===== src/aspc_pkg.sv =====
// package: offsets, resets, timing constants and types for the alarm and sample period block
package aspc_pkg;

  ////////////////////////////////////////////////////////////////////////////
  // register offsets (byte address of the low byte)
  localparam logic [6:0] OFS_ALM2_LEVEL = 7'h22;
  localparam logic [6:0] OFS_ALM2_COUNT = 7'h26;
  localparam logic [6:0] OFS_ALARM_CONTROL = 7'h28;
  localparam logic [6:0] OFS_SMPL_PER = 7'h36;
  localparam logic [6:0] OFS_COMMAND = 7'h3E;

  // values after power-up
  localparam logic [15:0] RST_ALM2_LEVEL = 16'h0000;
  localparam logic [15:0] RST_ALM2_COUNT = 16'h0000;
  localparam logic [15:0] RST_ALARM_CONTROL = 16'h0000;
  localparam logic [15:0] RST_SMPL_PER = 16'h000A;

  // field positions and masks
  localparam int LEVEL_GT_BIT = 15;
  localparam int PER_TB_BIT = 7;
  localparam int CMD_FLASH_BIT = 3;
  localparam logic [15:0] MASK_LEVEL = 16'hBFFF;
  localparam logic [15:0] MASK_COUNT = 16'h00FF;
  localparam logic [15:0] MASK_CTRL = 16'hFF07;
  localparam logic [15:0] MASK_PER = 16'h00FF;

  ////////////////////////////////////////////////////////////////////////////
  // timing
  localparam int CLK_MHZ = 250;
  localparam int TB_SHORT_NS = 122_100;
  localparam int TB_LONG_NS = 3_784_000;
  localparam int TB_SHORT_CYC = TB_SHORT_NS * CLK_MHZ / 1000;
  localparam int TB_LONG_CYC = TB_LONG_NS * CLK_MHZ / 1000;
  localparam logic [4:0] SPI_FRAME_BITS = 5'h10;

  ////////////////////////////////////////////////////////////////////////////
  // types
  typedef enum logic [2:0] {
    SRC_OFF, SRC_SUPPLY, SRC_XACC, SRC_YACC, SRC_AUX, SRC_TEMP, SRC_XINC, SRC_YINC
  } aspc_src_t;

  typedef struct packed {
    logic roc2;
    aspc_src_t src2;
    logic roc1;
    aspc_src_t src1;
    logic [4:0] unused;
    logic out_en;
    logic pol;
    logic line_sel;
  } aspc_alarm_control_t;

  typedef struct packed {
    logic rate_of_change_mode;
    aspc_src_t src;
    logic [15:0] level;
    logic [7:0] count;
  } aspc_alm_cfg_t;

  typedef struct packed {
    logic wr;
    logic [6:0] addr;
    logic [7:0] data;
  } aspc_spi_frame_t;

  typedef logic [6:0][13:0] aspc_samples_t;

endpackage


===== src/aspc_alarm_eval.sv =====
// one alarm: threshold or rate-of-change comparison on a selected output
module aspc_alarm_eval
  import aspc_pkg::*;
(
  // clock and reset
  input wire logic clk_in,
  input wire logic rst_n_in,
  // setup and data
  input aspc_pkg::aspc_alm_cfg_t cfg_in,
  input aspc_pkg::aspc_samples_t samples_in,
  input wire logic tick_in,
  // result
  output logic active_out
);
  import aspc_pkg::*;

  function automatic logic src_signed(input aspc_src_t s);
    return (s == SRC_XACC) || (s == SRC_YACC) || (s == SRC_XINC) || (s == SRC_YINC);
  endfunction

  function automatic logic signed [15:0] widen(input logic [13:0] v, input logic sgn);
    return sgn ? {{2{v[13]}}, v} : {2'b00, v};
  endfunction

  logic [13:0] raw;
  logic signed [15:0] val, lvl, prev_r;
  logic signed [24:0] sum_r, sum_nxt, limit;
  logic [7:0] n_r, cnt_eff;
  logic primed_r, roc_hit_r, gt;

  always_comb begin
    raw = (cfg_in.src == SRC_OFF) ? 14'h0000 : samples_in[cfg_in.src - 3'h1];
    val = widen(raw, src_signed(cfg_in.src));
    lvl = widen(cfg_in.level[13:0], src_signed(cfg_in.src));
    gt = cfg_in.level[LEVEL_GT_BIT];
    cnt_eff = (cfg_in.count == 8'h00) ? 8'h01 : cfg_in.count;
    sum_nxt = sum_r + 25'(val - prev_r);
    limit = lvl * $signed({1'b0, cnt_eff});
  end

  // average over n samples compared as sum against level times n
  always_ff @(posedge clk_in) begin
    if (!rst_n_in || !cfg_in.rate_of_change_mode || cfg_in.src == SRC_OFF) begin
      prev_r <= 16'sh0000;
      sum_r <= 25'sh0;
      n_r <= 8'h00;
      primed_r <= 1'b0;
      roc_hit_r <= 1'b0;
    end else if (tick_in) begin
      prev_r <= val;
      primed_r <= 1'b1;
      if (primed_r) begin
        if (n_r + 8'h01 >= cnt_eff) begin
          roc_hit_r <= gt ? (sum_nxt > limit) : (sum_nxt < limit);
          sum_r <= 25'sh0;
          n_r <= 8'h00;
        end else begin
          sum_r <= sum_nxt;
          n_r <= n_r + 8'h01;
        end
      end
    end
  end

  // threshold uses the live value, never a filtered one
  always_ff @(posedge clk_in) begin
    if (!rst_n_in || cfg_in.src == SRC_OFF) begin
      active_out <= 1'b0;
    end else if (cfg_in.rate_of_change_mode) begin
      active_out <= roc_hit_r;
    end else begin
      active_out <= gt ? (val > lvl) : (val < lvl);
    end
  end

endmodule


===== src/aspc_top.sv =====
// top: spi register access, alarm control, alarm pin and sample period timer
//////////////////////////////////////////////////////////////////////////////
// How it works
// - alarm two level bit 15: 1 active above level, 0 active below.
// - level is 14 low bits, bit 14 unused, format follows monitored output.
// - rate mode averages change over sample count and compares with the level.
// - alarm two sample count is kept across RESET_N_IN, cleared at power-on.
// - control bit 15 and bit 11 pick rate mode for alarm two and one.
// - source fields 14:12 and 10:8; zero disables that alarm.
// - source codes 1..7: supply, x accel, y accel, aux, temp, x incl, y incl.
// - control bit 2 enables alarm pin; bit 1 sets its active level.
// - control bit 0 picks second digital line when set, first otherwise.
// - all seven outputs update together at the one sample period rate.
// - the period covers sampling, processing and updating all seven outputs.
// - period bit 7 picks 122.1 us or 3.784 ms time base.
// - period bits 6:0 give count; period is base times count plus one.
// - power-up period value is ten on short base, about 1343 us.
// - period survives reset only after the flash update command bit 3.
// - printed defaults hold only until the first register write.
// - alarm pin asserts when either alarm is active, not saying which.
// - comparisons use instantaneous values, not filtered ones.
// - alarm pin never latches; it tracks the live condition.
module aspc_top
  import aspc_pkg::*;
#(
  parameter int SHORT_CYC = TB_SHORT_CYC,
  parameter int LONG_CYC = TB_LONG_CYC
) (
  // clock and resets
  input wire logic CORE_CLK_IN,
  input wire logic RESET_N_IN,
  input wire logic POWER_ON_N_IN,
  // serial port
  input wire logic SPI_CS_N_IN,
  input wire logic SPI_SCLK_IN,
  input wire logic SPI_MOSI_IN,
  output logic SPI_MISO_OUT,
  output logic SPI_MISO_OE_N_OUT,
  // measured data and alarm one setup
  input aspc_pkg::aspc_samples_t SAMPLES_IN,
  input wire logic [15:0] ALARM_ONE_LEVEL_IN,
  input wire logic [7:0] ALARM_ONE_COUNT_IN,
  // status
  output logic GROUP_UPDATE_OUT,
  output logic ALARM_ONE_ACTIVE_OUT,
  output logic ALARM_TWO_ACTIVE_OUT,
  // digital lines
  input wire logic DIGITAL_LINE_FIRST_IN,
  output logic DIGITAL_LINE_FIRST_OUT,
  output logic DIGITAL_LINE_FIRST_OE_N_OUT,
  input wire logic DIGITAL_LINE_SECOND_IN,
  output logic DIGITAL_LINE_SECOND_OUT,
  output logic DIGITAL_LINE_SECOND_OE_N_OUT
);
  import aspc_pkg::*;

  //////////////////////////////////////////////////////////////////////////
  // declarations

  logic [2:0] sync1_r, sync2_r, prev_r;
  logic cs_n, sclk_rise, sclk_fall, cs_fall;
  logic [15:0] rx_shift_r;
  logic [15:0] tx_shift_r;
  logic [4:0] bit_cnt_r;
  logic frame_done;
  aspc_spi_frame_t frame;
  logic [15:0] rd_word_r;
  logic [6:0] rd_addr;

  logic [15:0] alm2_level_r;
  logic [15:0] alm2_count_r;
  aspc_alarm_control_t alarm_control_r;
  logic [15:0] smpl_per_r;

  logic [15:0] nv_level_r;
  logic [15:0] nv_count_r;
  logic [15:0] nv_per_r;
  logic flash_cmd;

  logic [19:0] base_cnt_r;
  logic [6:0] per_cnt_r;
  logic cur_tb_r;
  logic [6:0] cur_ns_r;
  logic [19:0] base_last;
  logic base_wrap;

  aspc_alm_cfg_t cfg1, cfg2;
  logic alarm1, alarm2, any_alarm, pin_level;

  //////////////////////////////////////////////////////////////////////////
  // helper functions

  // byte merge into a 16-bit register, unused bits forced low
  function automatic logic [15:0] merge_byte(
    input logic [15:0] old,
    input logic hi,
    input logic [7:0] data,
    input logic [15:0] mask
  );
    logic [15:0] v;
    v = hi ? {data, old[7:0]} : {old[15:8], data};
    return v & mask;
  endfunction

  // address decode shared by write and read paths
  function automatic logic hits(input logic [6:0] a, input logic [6:0] ofs);
    return {a[6:1], 1'b0} == ofs;
  endfunction

  //////////////////////////////////////////////////////////////////////////
  // pin synchronisers: cs, sclk, mosi

  generate
    for (genvar i = 0; i < 3; i++) begin : g_sync
      always_ff @(posedge CORE_CLK_IN) begin
        if (!RESET_N_IN) begin
          sync1_r[i] <= 1'b1;
          sync2_r[i] <= 1'b1;
          prev_r[i] <= 1'b1;
        end else begin
          sync1_r[i] <= (i == 0) ? SPI_CS_N_IN : (i == 1) ? SPI_SCLK_IN : SPI_MOSI_IN;
          sync2_r[i] <= sync1_r[i];
          prev_r[i] <= sync2_r[i];
        end
      end
    end
  endgenerate

  assign cs_n = sync2_r[0];
  assign cs_fall = prev_r[0] && !sync2_r[0];
  // sclk idles high; data in on rise, data out on fall
  assign sclk_rise = !cs_n && !prev_r[1] && sync2_r[1];
  assign sclk_fall = !cs_n && prev_r[1] && !sync2_r[1];

  //////////////////////////////////////////////////////////////////////////
  // serial receive

  always_ff @(posedge CORE_CLK_IN) begin
    if (!RESET_N_IN || cs_n) begin
      bit_cnt_r <= 5'h00;
      rx_shift_r <= 16'h0000;
    end else if (sclk_rise) begin
      rx_shift_r <= {rx_shift_r[14:0], sync2_r[2]};
      bit_cnt_r <= (bit_cnt_r == SPI_FRAME_BITS - 5'h01) ? 5'h00 : bit_cnt_r + 5'h01;
    end
  end

  // last bit of a frame closes it; a short frame is dropped at cs rise
  assign frame_done = sclk_rise && (bit_cnt_r == SPI_FRAME_BITS - 5'h01);
  assign frame = {rx_shift_r[14:0], sync2_r[2]};
  assign flash_cmd = frame_done && frame.wr && frame.addr == OFS_COMMAND
    && frame.data[CMD_FLASH_BIT];
  assign rd_addr = frame.addr;

  //////////////////////////////////////////////////////////////////////////
  // serial transmit: read answer goes out in the next frame

  always_ff @(posedge CORE_CLK_IN) begin
    if (!RESET_N_IN) begin
      rd_word_r <= 16'h0000;
    end else if (frame_done && !frame.wr) begin
      if (hits(rd_addr, OFS_ALM2_LEVEL)) begin
        rd_word_r <= alm2_level_r;
      end else if (hits(rd_addr, OFS_ALM2_COUNT)) begin
        rd_word_r <= alm2_count_r;
      end else if (hits(rd_addr, OFS_ALARM_CONTROL)) begin
        rd_word_r <= alarm_control_r;
      end else if (hits(rd_addr, OFS_SMPL_PER)) begin
        rd_word_r <= smpl_per_r;
      end else begin
        rd_word_r <= 16'h0000;
      end
    end
  end

  always_ff @(posedge CORE_CLK_IN) begin
    if (!RESET_N_IN) begin
      tx_shift_r <= 16'h0000;
      SPI_MISO_OUT <= 1'b0;
    end else if (cs_fall) begin
      tx_shift_r <= rd_word_r;
    end else if (sclk_fall) begin
      SPI_MISO_OUT <= tx_shift_r[15];
      tx_shift_r <= {tx_shift_r[14:0], 1'b0};
    end
  end

  // released while cs is high so other devices can share the line
  always_ff @(posedge CORE_CLK_IN) begin
    if (!RESET_N_IN) begin
      SPI_MISO_OE_N_OUT <= 1'b1;
    end else begin
      SPI_MISO_OE_N_OUT <= cs_n;
    end
  end

  //////////////////////////////////////////////////////////////////////////
  // nonvolatile store: survives RESET_N_IN, cleared only at power-on

  always_ff @(posedge CORE_CLK_IN) begin
    if (!POWER_ON_N_IN) begin
      nv_level_r <= RST_ALM2_LEVEL;
      nv_count_r <= RST_ALM2_COUNT;
      nv_per_r <= RST_SMPL_PER;
    end else begin
      if (frame_done && frame.wr && hits(frame.addr, OFS_ALM2_LEVEL)) begin
        nv_level_r <= merge_byte(nv_level_r, frame.addr[0], frame.data, MASK_LEVEL);
      end
      if (frame_done && frame.wr && hits(frame.addr, OFS_ALM2_COUNT)) begin
        nv_count_r <= merge_byte(nv_count_r, frame.addr[0], frame.data, MASK_COUNT);
      end
      if (flash_cmd) begin
        nv_per_r <= smpl_per_r;
      end
    end
  end

  //////////////////////////////////////////////////////////////////////////
  // working registers

  always_ff @(posedge CORE_CLK_IN) begin
    if (!POWER_ON_N_IN) begin
      alm2_level_r <= RST_ALM2_LEVEL;
      alm2_count_r <= RST_ALM2_COUNT;
    end else if (!RESET_N_IN) begin
      alm2_level_r <= nv_level_r;
      alm2_count_r <= nv_count_r;
    end else if (frame_done && frame.wr) begin
      if (hits(frame.addr, OFS_ALM2_LEVEL)) begin
        alm2_level_r <= merge_byte(alm2_level_r, frame.addr[0], frame.data, MASK_LEVEL);
      end
      if (hits(frame.addr, OFS_ALM2_COUNT)) begin
        alm2_count_r <= merge_byte(alm2_count_r, frame.addr[0], frame.data, MASK_COUNT);
      end
    end
  end

  always_ff @(posedge CORE_CLK_IN) begin
    if (!POWER_ON_N_IN || !RESET_N_IN) begin
      alarm_control_r <= RST_ALARM_CONTROL;
    end else if (frame_done && frame.wr && hits(frame.addr, OFS_ALARM_CONTROL)) begin
      alarm_control_r <= merge_byte(alarm_control_r, frame.addr[0], frame.data, MASK_CTRL);
    end
  end

  always_ff @(posedge CORE_CLK_IN) begin
    if (!POWER_ON_N_IN) begin
      smpl_per_r <= RST_SMPL_PER;
    end else if (!RESET_N_IN) begin
      smpl_per_r <= nv_per_r;
    end else if (frame_done && frame.wr && hits(frame.addr, OFS_SMPL_PER)) begin
      smpl_per_r <= merge_byte(smpl_per_r, frame.addr[0], frame.data, MASK_PER);
    end
  end

  //////////////////////////////////////////////////////////////////////////
  // sample period timer

  // a period is the whole group cycle, not a per-channel slot
  assign base_last = cur_tb_r ? 20'(LONG_CYC - 1) : 20'(SHORT_CYC - 1);
  assign base_wrap = (base_cnt_r == base_last);

  always_ff @(posedge CORE_CLK_IN) begin
    if (!RESET_N_IN || !POWER_ON_N_IN) begin
      base_cnt_r <= 20'h0_0000;
      per_cnt_r <= 7'h00;
      cur_tb_r <= RST_SMPL_PER[PER_TB_BIT];
      cur_ns_r <= RST_SMPL_PER[6:0];
      GROUP_UPDATE_OUT <= 1'b0;
    end else begin
      GROUP_UPDATE_OUT <= 1'b0;
      if (!base_wrap) begin
        base_cnt_r <= base_cnt_r + 20'h0_0001;
      end else begin
        base_cnt_r <= 20'h0_0000;
        if (per_cnt_r != cur_ns_r) begin
          per_cnt_r <= per_cnt_r + 7'h01;
        end else begin
          per_cnt_r <= 7'h00;
          GROUP_UPDATE_OUT <= 1'b1;
          cur_tb_r <= smpl_per_r[PER_TB_BIT];
          cur_ns_r <= smpl_per_r[6:0];
        end
      end
    end
  end

  //////////////////////////////////////////////////////////////////////////
  // alarm evaluation

  always_comb begin
    cfg1.rate_of_change_mode = alarm_control_r.roc1;
    cfg1.src = alarm_control_r.src1;
    cfg1.level = ALARM_ONE_LEVEL_IN;
    cfg1.count = ALARM_ONE_COUNT_IN;
    cfg2.rate_of_change_mode = alarm_control_r.roc2;
    cfg2.src = alarm_control_r.src2;
    cfg2.level = alm2_level_r;
    cfg2.count = alm2_count_r[7:0];
  end

  aspc_alarm_eval u_alarm_one (
    .clk_in(CORE_CLK_IN),
    .rst_n_in(RESET_N_IN),
    .cfg_in(cfg1),
    .samples_in(SAMPLES_IN),
    .tick_in(GROUP_UPDATE_OUT),
    .active_out(alarm1)
  );

  aspc_alarm_eval u_alarm_two (
    .clk_in(CORE_CLK_IN),
    .rst_n_in(RESET_N_IN),
    .cfg_in(cfg2),
    .samples_in(SAMPLES_IN),
    .tick_in(GROUP_UPDATE_OUT),
    .active_out(alarm2)
  );

  assign ALARM_ONE_ACTIVE_OUT = alarm1;
  assign ALARM_TWO_ACTIVE_OUT = alarm2;

  //////////////////////////////////////////////////////////////////////////
  // alarm pin on a digital line

  // shared pin: cannot tell which alarm fired, software must poll
  assign any_alarm = alarm1 || alarm2;
  assign pin_level = alarm_control_r.pol ? any_alarm : !any_alarm;

  always_ff @(posedge CORE_CLK_IN) begin
    if (!RESET_N_IN) begin
      DIGITAL_LINE_FIRST_OUT <= 1'b0;
      DIGITAL_LINE_FIRST_OE_N_OUT <= 1'b1;
      DIGITAL_LINE_SECOND_OUT <= 1'b0;
      DIGITAL_LINE_SECOND_OE_N_OUT <= 1'b1;
    end else begin
      // follows the live condition every cycle, no latch
      DIGITAL_LINE_FIRST_OUT <= pin_level;
      DIGITAL_LINE_SECOND_OUT <= pin_level;
      DIGITAL_LINE_FIRST_OE_N_OUT <= !(alarm_control_r.out_en && !alarm_control_r.line_sel);
      DIGITAL_LINE_SECOND_OE_N_OUT <= !(alarm_control_r.out_en && alarm_control_r.line_sel);
    end
  end

endmodule


===== config.mk =====
export PLATFORM = sky130hd
export DESIGN_NAME = aspc_top
export DESIGN_NICKNAME = d
export VERILOG_FILES = /design/src/aspc_pkg.sv /design/src/aspc_alarm_eval.sv /design/src/aspc_top.sv
export SDC_FILE = /design/constraint.sdc
export NUM_CORES = 2
export LEC_CHECK = 0
export BUFFER_PORTS_ARGS = -buffer_cell sky130_fd_sc_hd__buf_2
export CAP_MARGIN = 30
export CORE_MARGIN = 2
export CORE_UTILIZATION = 45
export CTS_CLUSTER_DIAMETER = 50
export DETAILED_ROUTE_END_ITERATION = 12
export PLACE_DENSITY = 0.65
export SLEW_MARGIN = 0
export SYNTH_ARGS = -nofsm -noshare
export SYNTH_HDL_FRONTEND = slang
export SYNTH_HIERARCHICAL = 1
export SYNTH_SLANG_ARGS = --single-unit

===== constraint.sdc =====
create_clock -name CORE_CLK_IN -period 26.1 [get_ports CORE_CLK_IN]
set_clock_uncertainty 0.2 [all_clocks]
set_input_delay 2.61 -clock CORE_CLK_IN [delete_from_list [all_inputs] [get_ports CORE_CLK_IN]]
set_output_delay 2.61 -clock CORE_CLK_IN [all_outputs]
set_load 0.02 [all_outputs]

After elaboration in Yosys (flattened, before gate mapping)
Index checks and enable logic that the tools add are counted.

word-level totals
  register bits = 302
  logic and storage cells = 213
  output and inout bits = 9

cells by class
  multiplexer cells = 44
  reduce and logical (&&, ||, !) cells = 67
  equality and inequality tests = 22
  multiply operators = 2
  order comparisons = 12
  bitwise operators = 4
  $add $sub $neg = 11

operator list
  cell                                                  count
  two-way mux 16 bit                                    19
  binary-select mux 14 bit (select 3 bit)               2
  two-way mux 14 bit                                    4
  adder 25 bit                                          2
  > comparator 25 bit                                   2
  < comparator 25 bit                                   2
  multiplier 16 x 9 -> 25 bit                           2
  two-way mux 25 bit                                    2
  two-way mux 8 bit                                     6
  subtractor 16 x 16 -> 17 bit                          2
  > comparator 16 bit                                   2
  < comparator 16 bit                                   2
  equality test 6 x 5 -> 1 bit (second input constant)  4
  AND reduction 2 bit                                   12
  adder 20 x 1 -> 20 bit (second input constant)        1
  equality test 20 bit                                  1
  two-way mux 20 bit                                    1
  adder 8 x 1 -> 8 bit (second input constant)          2
  >= comparator 8 bit                                   2
  logical AND 1 bit                                     16
  logical NOT 8 bit                                     2
  logical OR 1 bit                                      15
  AND reduction 3 bit                                   5
  equality test 3 x 2 -> 1 bit (second input constant)  4
  18 further kinds                                      50

Longest topological paths before layout
  depth after elaboration = 9
  gate-level depth with buffers = 41

Cells and area by module
The synthesis kept the hierarchy.

by module, submodules not included
  module                         cells an instance  area each (sq um)  seq. area each (sq um)  times used
  aspc_alarm_eval (u_alarm_two)  1278               10226.1            1021.0                  1
  aspc_alarm_eval (u_alarm_one)  1272               10177.3            1021.0                  1
  aspc_top                       850                7761.2             3783.6                  1

Worst setup path after synthesis
OpenSTA, ideal clock, no wires.

  path kind = input-to-reg
  start point = input ALARM_ONE_COUNT_IN[4]
  end point = register u_alarm_one.roc_hit_r
  data required time = 25.826 ns
  arrival time = 9.044 ns
  setup time = 0.074 ns
  stages on the path = 28
  setup slack = 16.782 ns
  path through = nor4_1 > a41o_1 > buf_1 > nand2_1 > fa_1 > inv_1 > fa_1 > ha_1 > inv_1 > fa_1 > inv_1 > fa_1 > a211oi_1 > o21ai_0 > a31oi_1 > o21bai_1 > a21oi_1 > xor2_1 > ha_1 > a22oi_1 > nand2_1 > a21oi_1 > a31oi_1 > or3_1 > a221o_1 > a2111oi_2 > mux2_1 > a31oi_1

between the ends
  word-level cells in the longest chain between the ends = 5

RTL lines
  element                                                            line                   RTL
  start, declared                                                    aspc_top.sv:42         input wire logic [7:0] ALARM_ONE_COUNT_IN,
  logical NOT 8 bit                                                  aspc_alarm_eval.sv:36  cnt_eff = (cfg_in.count == 8'h00) ? 8'h01 : cfg_in.count;
  two-way mux 8 bit *                                                aspc_alarm_eval.sv:36
  multiplier 16 x 9 -> 25 bit                                        aspc_alarm_eval.sv:38  limit = lvl * $signed({1'b0, cnt_eff});
  < comparator 25 bit / > comparator 25 bit (equally long branches)  aspc_alarm_eval.sv:54  roc_hit_r <= gt ? (sum_nxt > limit) : (sum_nxt < limit);
  two-way mux 1 bit                                                  aspc_alarm_eval.sv:54
  end signal, assigned                                               aspc_alarm_eval.sv:54
  end, declared                                                      aspc_alarm_eval.sv:29  logic primed_r, roc_hit_r, gt;

Mark *: on every way between the ends. The rest lies on a longest branch, timed or not.
A chain may end at the register's enable or synchronous reset.

Final worst setup path
  start point = input ALARM_ONE_COUNT_IN[3]
  end point = register u_alarm_one.roc_hit_r

Same word-level chain as after synthesis.

==> results.cfg <==
[clocking]
cts_made_buffers = 42
root_buffer = clkbuf_16
path_clk_slew_ns = 0.06
postCtsSetupBuffers = 0
clk_latency_ns = 0.57
clockBufferDepth = 3
cts.sinks = 291
holdBufCountCts = 0
tritoncts = built
cts_resized = 0
cts_max_level = 2

[route]
ant_nets = 0
via_per_inst = 5.49
drc_errors = 0
drt-total-wl_um = 79700
num_vias = 24000
drt_iter0_drc = 1716
dr.pass1.iters = 8
wire_per_inst_um = 18.3

[cells_and_area]
diodes = 0
utilization_pct = 50.5
syn2layout_area_growth_pct = 10.9
fin_area_um2 = 31200
nets = 4111
drive_gt1_share_pct = 9.76
layoutNonFillerInstCount = 4362

[setup_path]
crit_slowest_cell = a41o_1
slowest_delay_ns = 0.72
start_kind = input pin
endpoint_kind = flip-flop
arrival_ns = 10.45
required_ns = 26.34
crit_fanout = 16
crit_type = in -> reg

[flow_run]
drv_cap = 0

[placement]
place_inst = 4285
postPlaceCellArea_um2 = 29800
hpwl_um = 61200
gp_congestion = 0.968
port_buffers = 135

[yosys]
yosysWarningCount = 6
netlist_area_um2 = 28200
syn_avg_cell_area_um2 = 8.29
syn_inst = 3399
syn-num-nets = 4018

[sta]
finalSetupViolations = 0
worstMarginPinSlew_ns = 1.06
rsz0062_at_grt = no
slew_headroom_pct = 28.2
fmax_ghz = 0.0979
finalMaxSlewViolations = 0
hold_viol_final = 0
finalCritPeriodShare_pct = 39.1
fin_setup_tns_ns = 0
period_needed_ns = 10.22

[power]
power_density_nw_per_um2 = 48.0
p_leak_nw = 14.1
ir_drop_mv = 0.0373

[die]
rows = 91
core_area_um2 = 61800
start_util_pct = 45.5
die_y_um = 254
die_area_um2 = 64600
io_pins = 139
fp.dieW_um = 254

[outcome]
status = finished clean

[global_route]
grt_antenna_before_repair = 1
overflow = 0
grt_pass1_wl_um = 125000
grtUsageTotal_pct = 24.7
grt_start_max_net_pins = 81
grt_pass1_vias = 23300

[min_path]
hp-class = reg -> reg
## registers in the layout (all words and copies together) (netlist names), 16 cells and up
signal             cells
smpl_per_r            16
u_alarm_one/sum_r     25
u_alarm_two/sum_r     25
tx_shift_r            16
base_cnt_r            20
rd_word_r             16
nv_per_r              16
## layer usage
layer  GRT usage [%]  vias to the layer above  share of wire (%)
li1                -                    11700                  -
met1            31.8                    11400                 43
met2            40.8                      676                 46
met3            4.98                      140                7.1
met4            9.82                        0                3.8
met5               0                        -                  0
## critical path, delay by kind of cell
kind | cells | cell delay (ns)
AOI/OAI and AO/OA | 11 | 2.83
adders and majority gates | 6 | 2.81
and+or+nand+nor | 5 | 1.20
buffers and inverters | 5 | 0.69
muxes | 1 | 0.19
xor gates and xnor gates | 1 | 0.12
## power breakdown
group          leakage, nW  internal (W)  switching [W]
combinational         11.0      0.000175       0.000273
sequential            2.35      0.000447     0.00000743
clock                0.708      0.000368       0.000229
total                 14.1      0.000990       0.000510
## cells in the final DEF (no fill, tap or decap), types with 29 or more instances in the layout
cell,instances
a21oi_1,217
fa_1,200
a211oi_1,40
a22oi_1,40
xor2_1,64
xnor2_1,77
nand2b_1,29
clkbuf_16,43
nor3_1,42
dfxtp_1,288
buf_2,138
mux2i_1,105
and2_1,31
nand3_1,93
inv_1,448
nor2_1,328
o21ai_0,112
buf_4,43
nand2_1,357
o21a_1,34
ha_1,287
a21o_1,50
nor2b_1,54
a31oi_1,29
## worst paths after layout
path	from	end	slack, ns	cells after the start
hold / removal	sync1_r[1]	sync2_r[1]	0.21	1
setup / recovery	ALARM_ONE_COUNT_IN[3]	u_alarm_one/roc_hit_r	15.88	29
hold reg to reg	sync1_r[1]	sync2_r[1]	0.21	1
setup reg to reg	alarm_control_r[8]	u_alarm_one/roc_hit_r	16.02	38
## cell type report
| type | count | area (um2) |
|---|---|---|
| Timing Repair Buffer | 182 | 1030 |
| Clock inverter | 25 | 307 |
| Sequential cell | 291 | 5830 |
| Tap cell | 837 | 1050 |
| Multi-Input combinational cell | 2527 | 20200 |
| Clock buffer | 52 | 1150 |
| Fill cell | 5955 | 30600 |
| Inverter | 448 | 1680 |
## metrics by stage
step | hold slack (ns) | worst slack [ns] | total power (W)
floorplan | 0.186 | 16.78 | 0.000779
global placement | 0.194 | 15.29 | 0.000904
detailed placement | 0.195 | 15.31 | 0.000907
CTS | 0.208 | 15.84 | 0.00151
global route | 0.213 | 15.36 | 0.00159
finish | 0.205 | 15.88 | 0.00150
No activity file was read; power rests on OpenSTA's default activity.
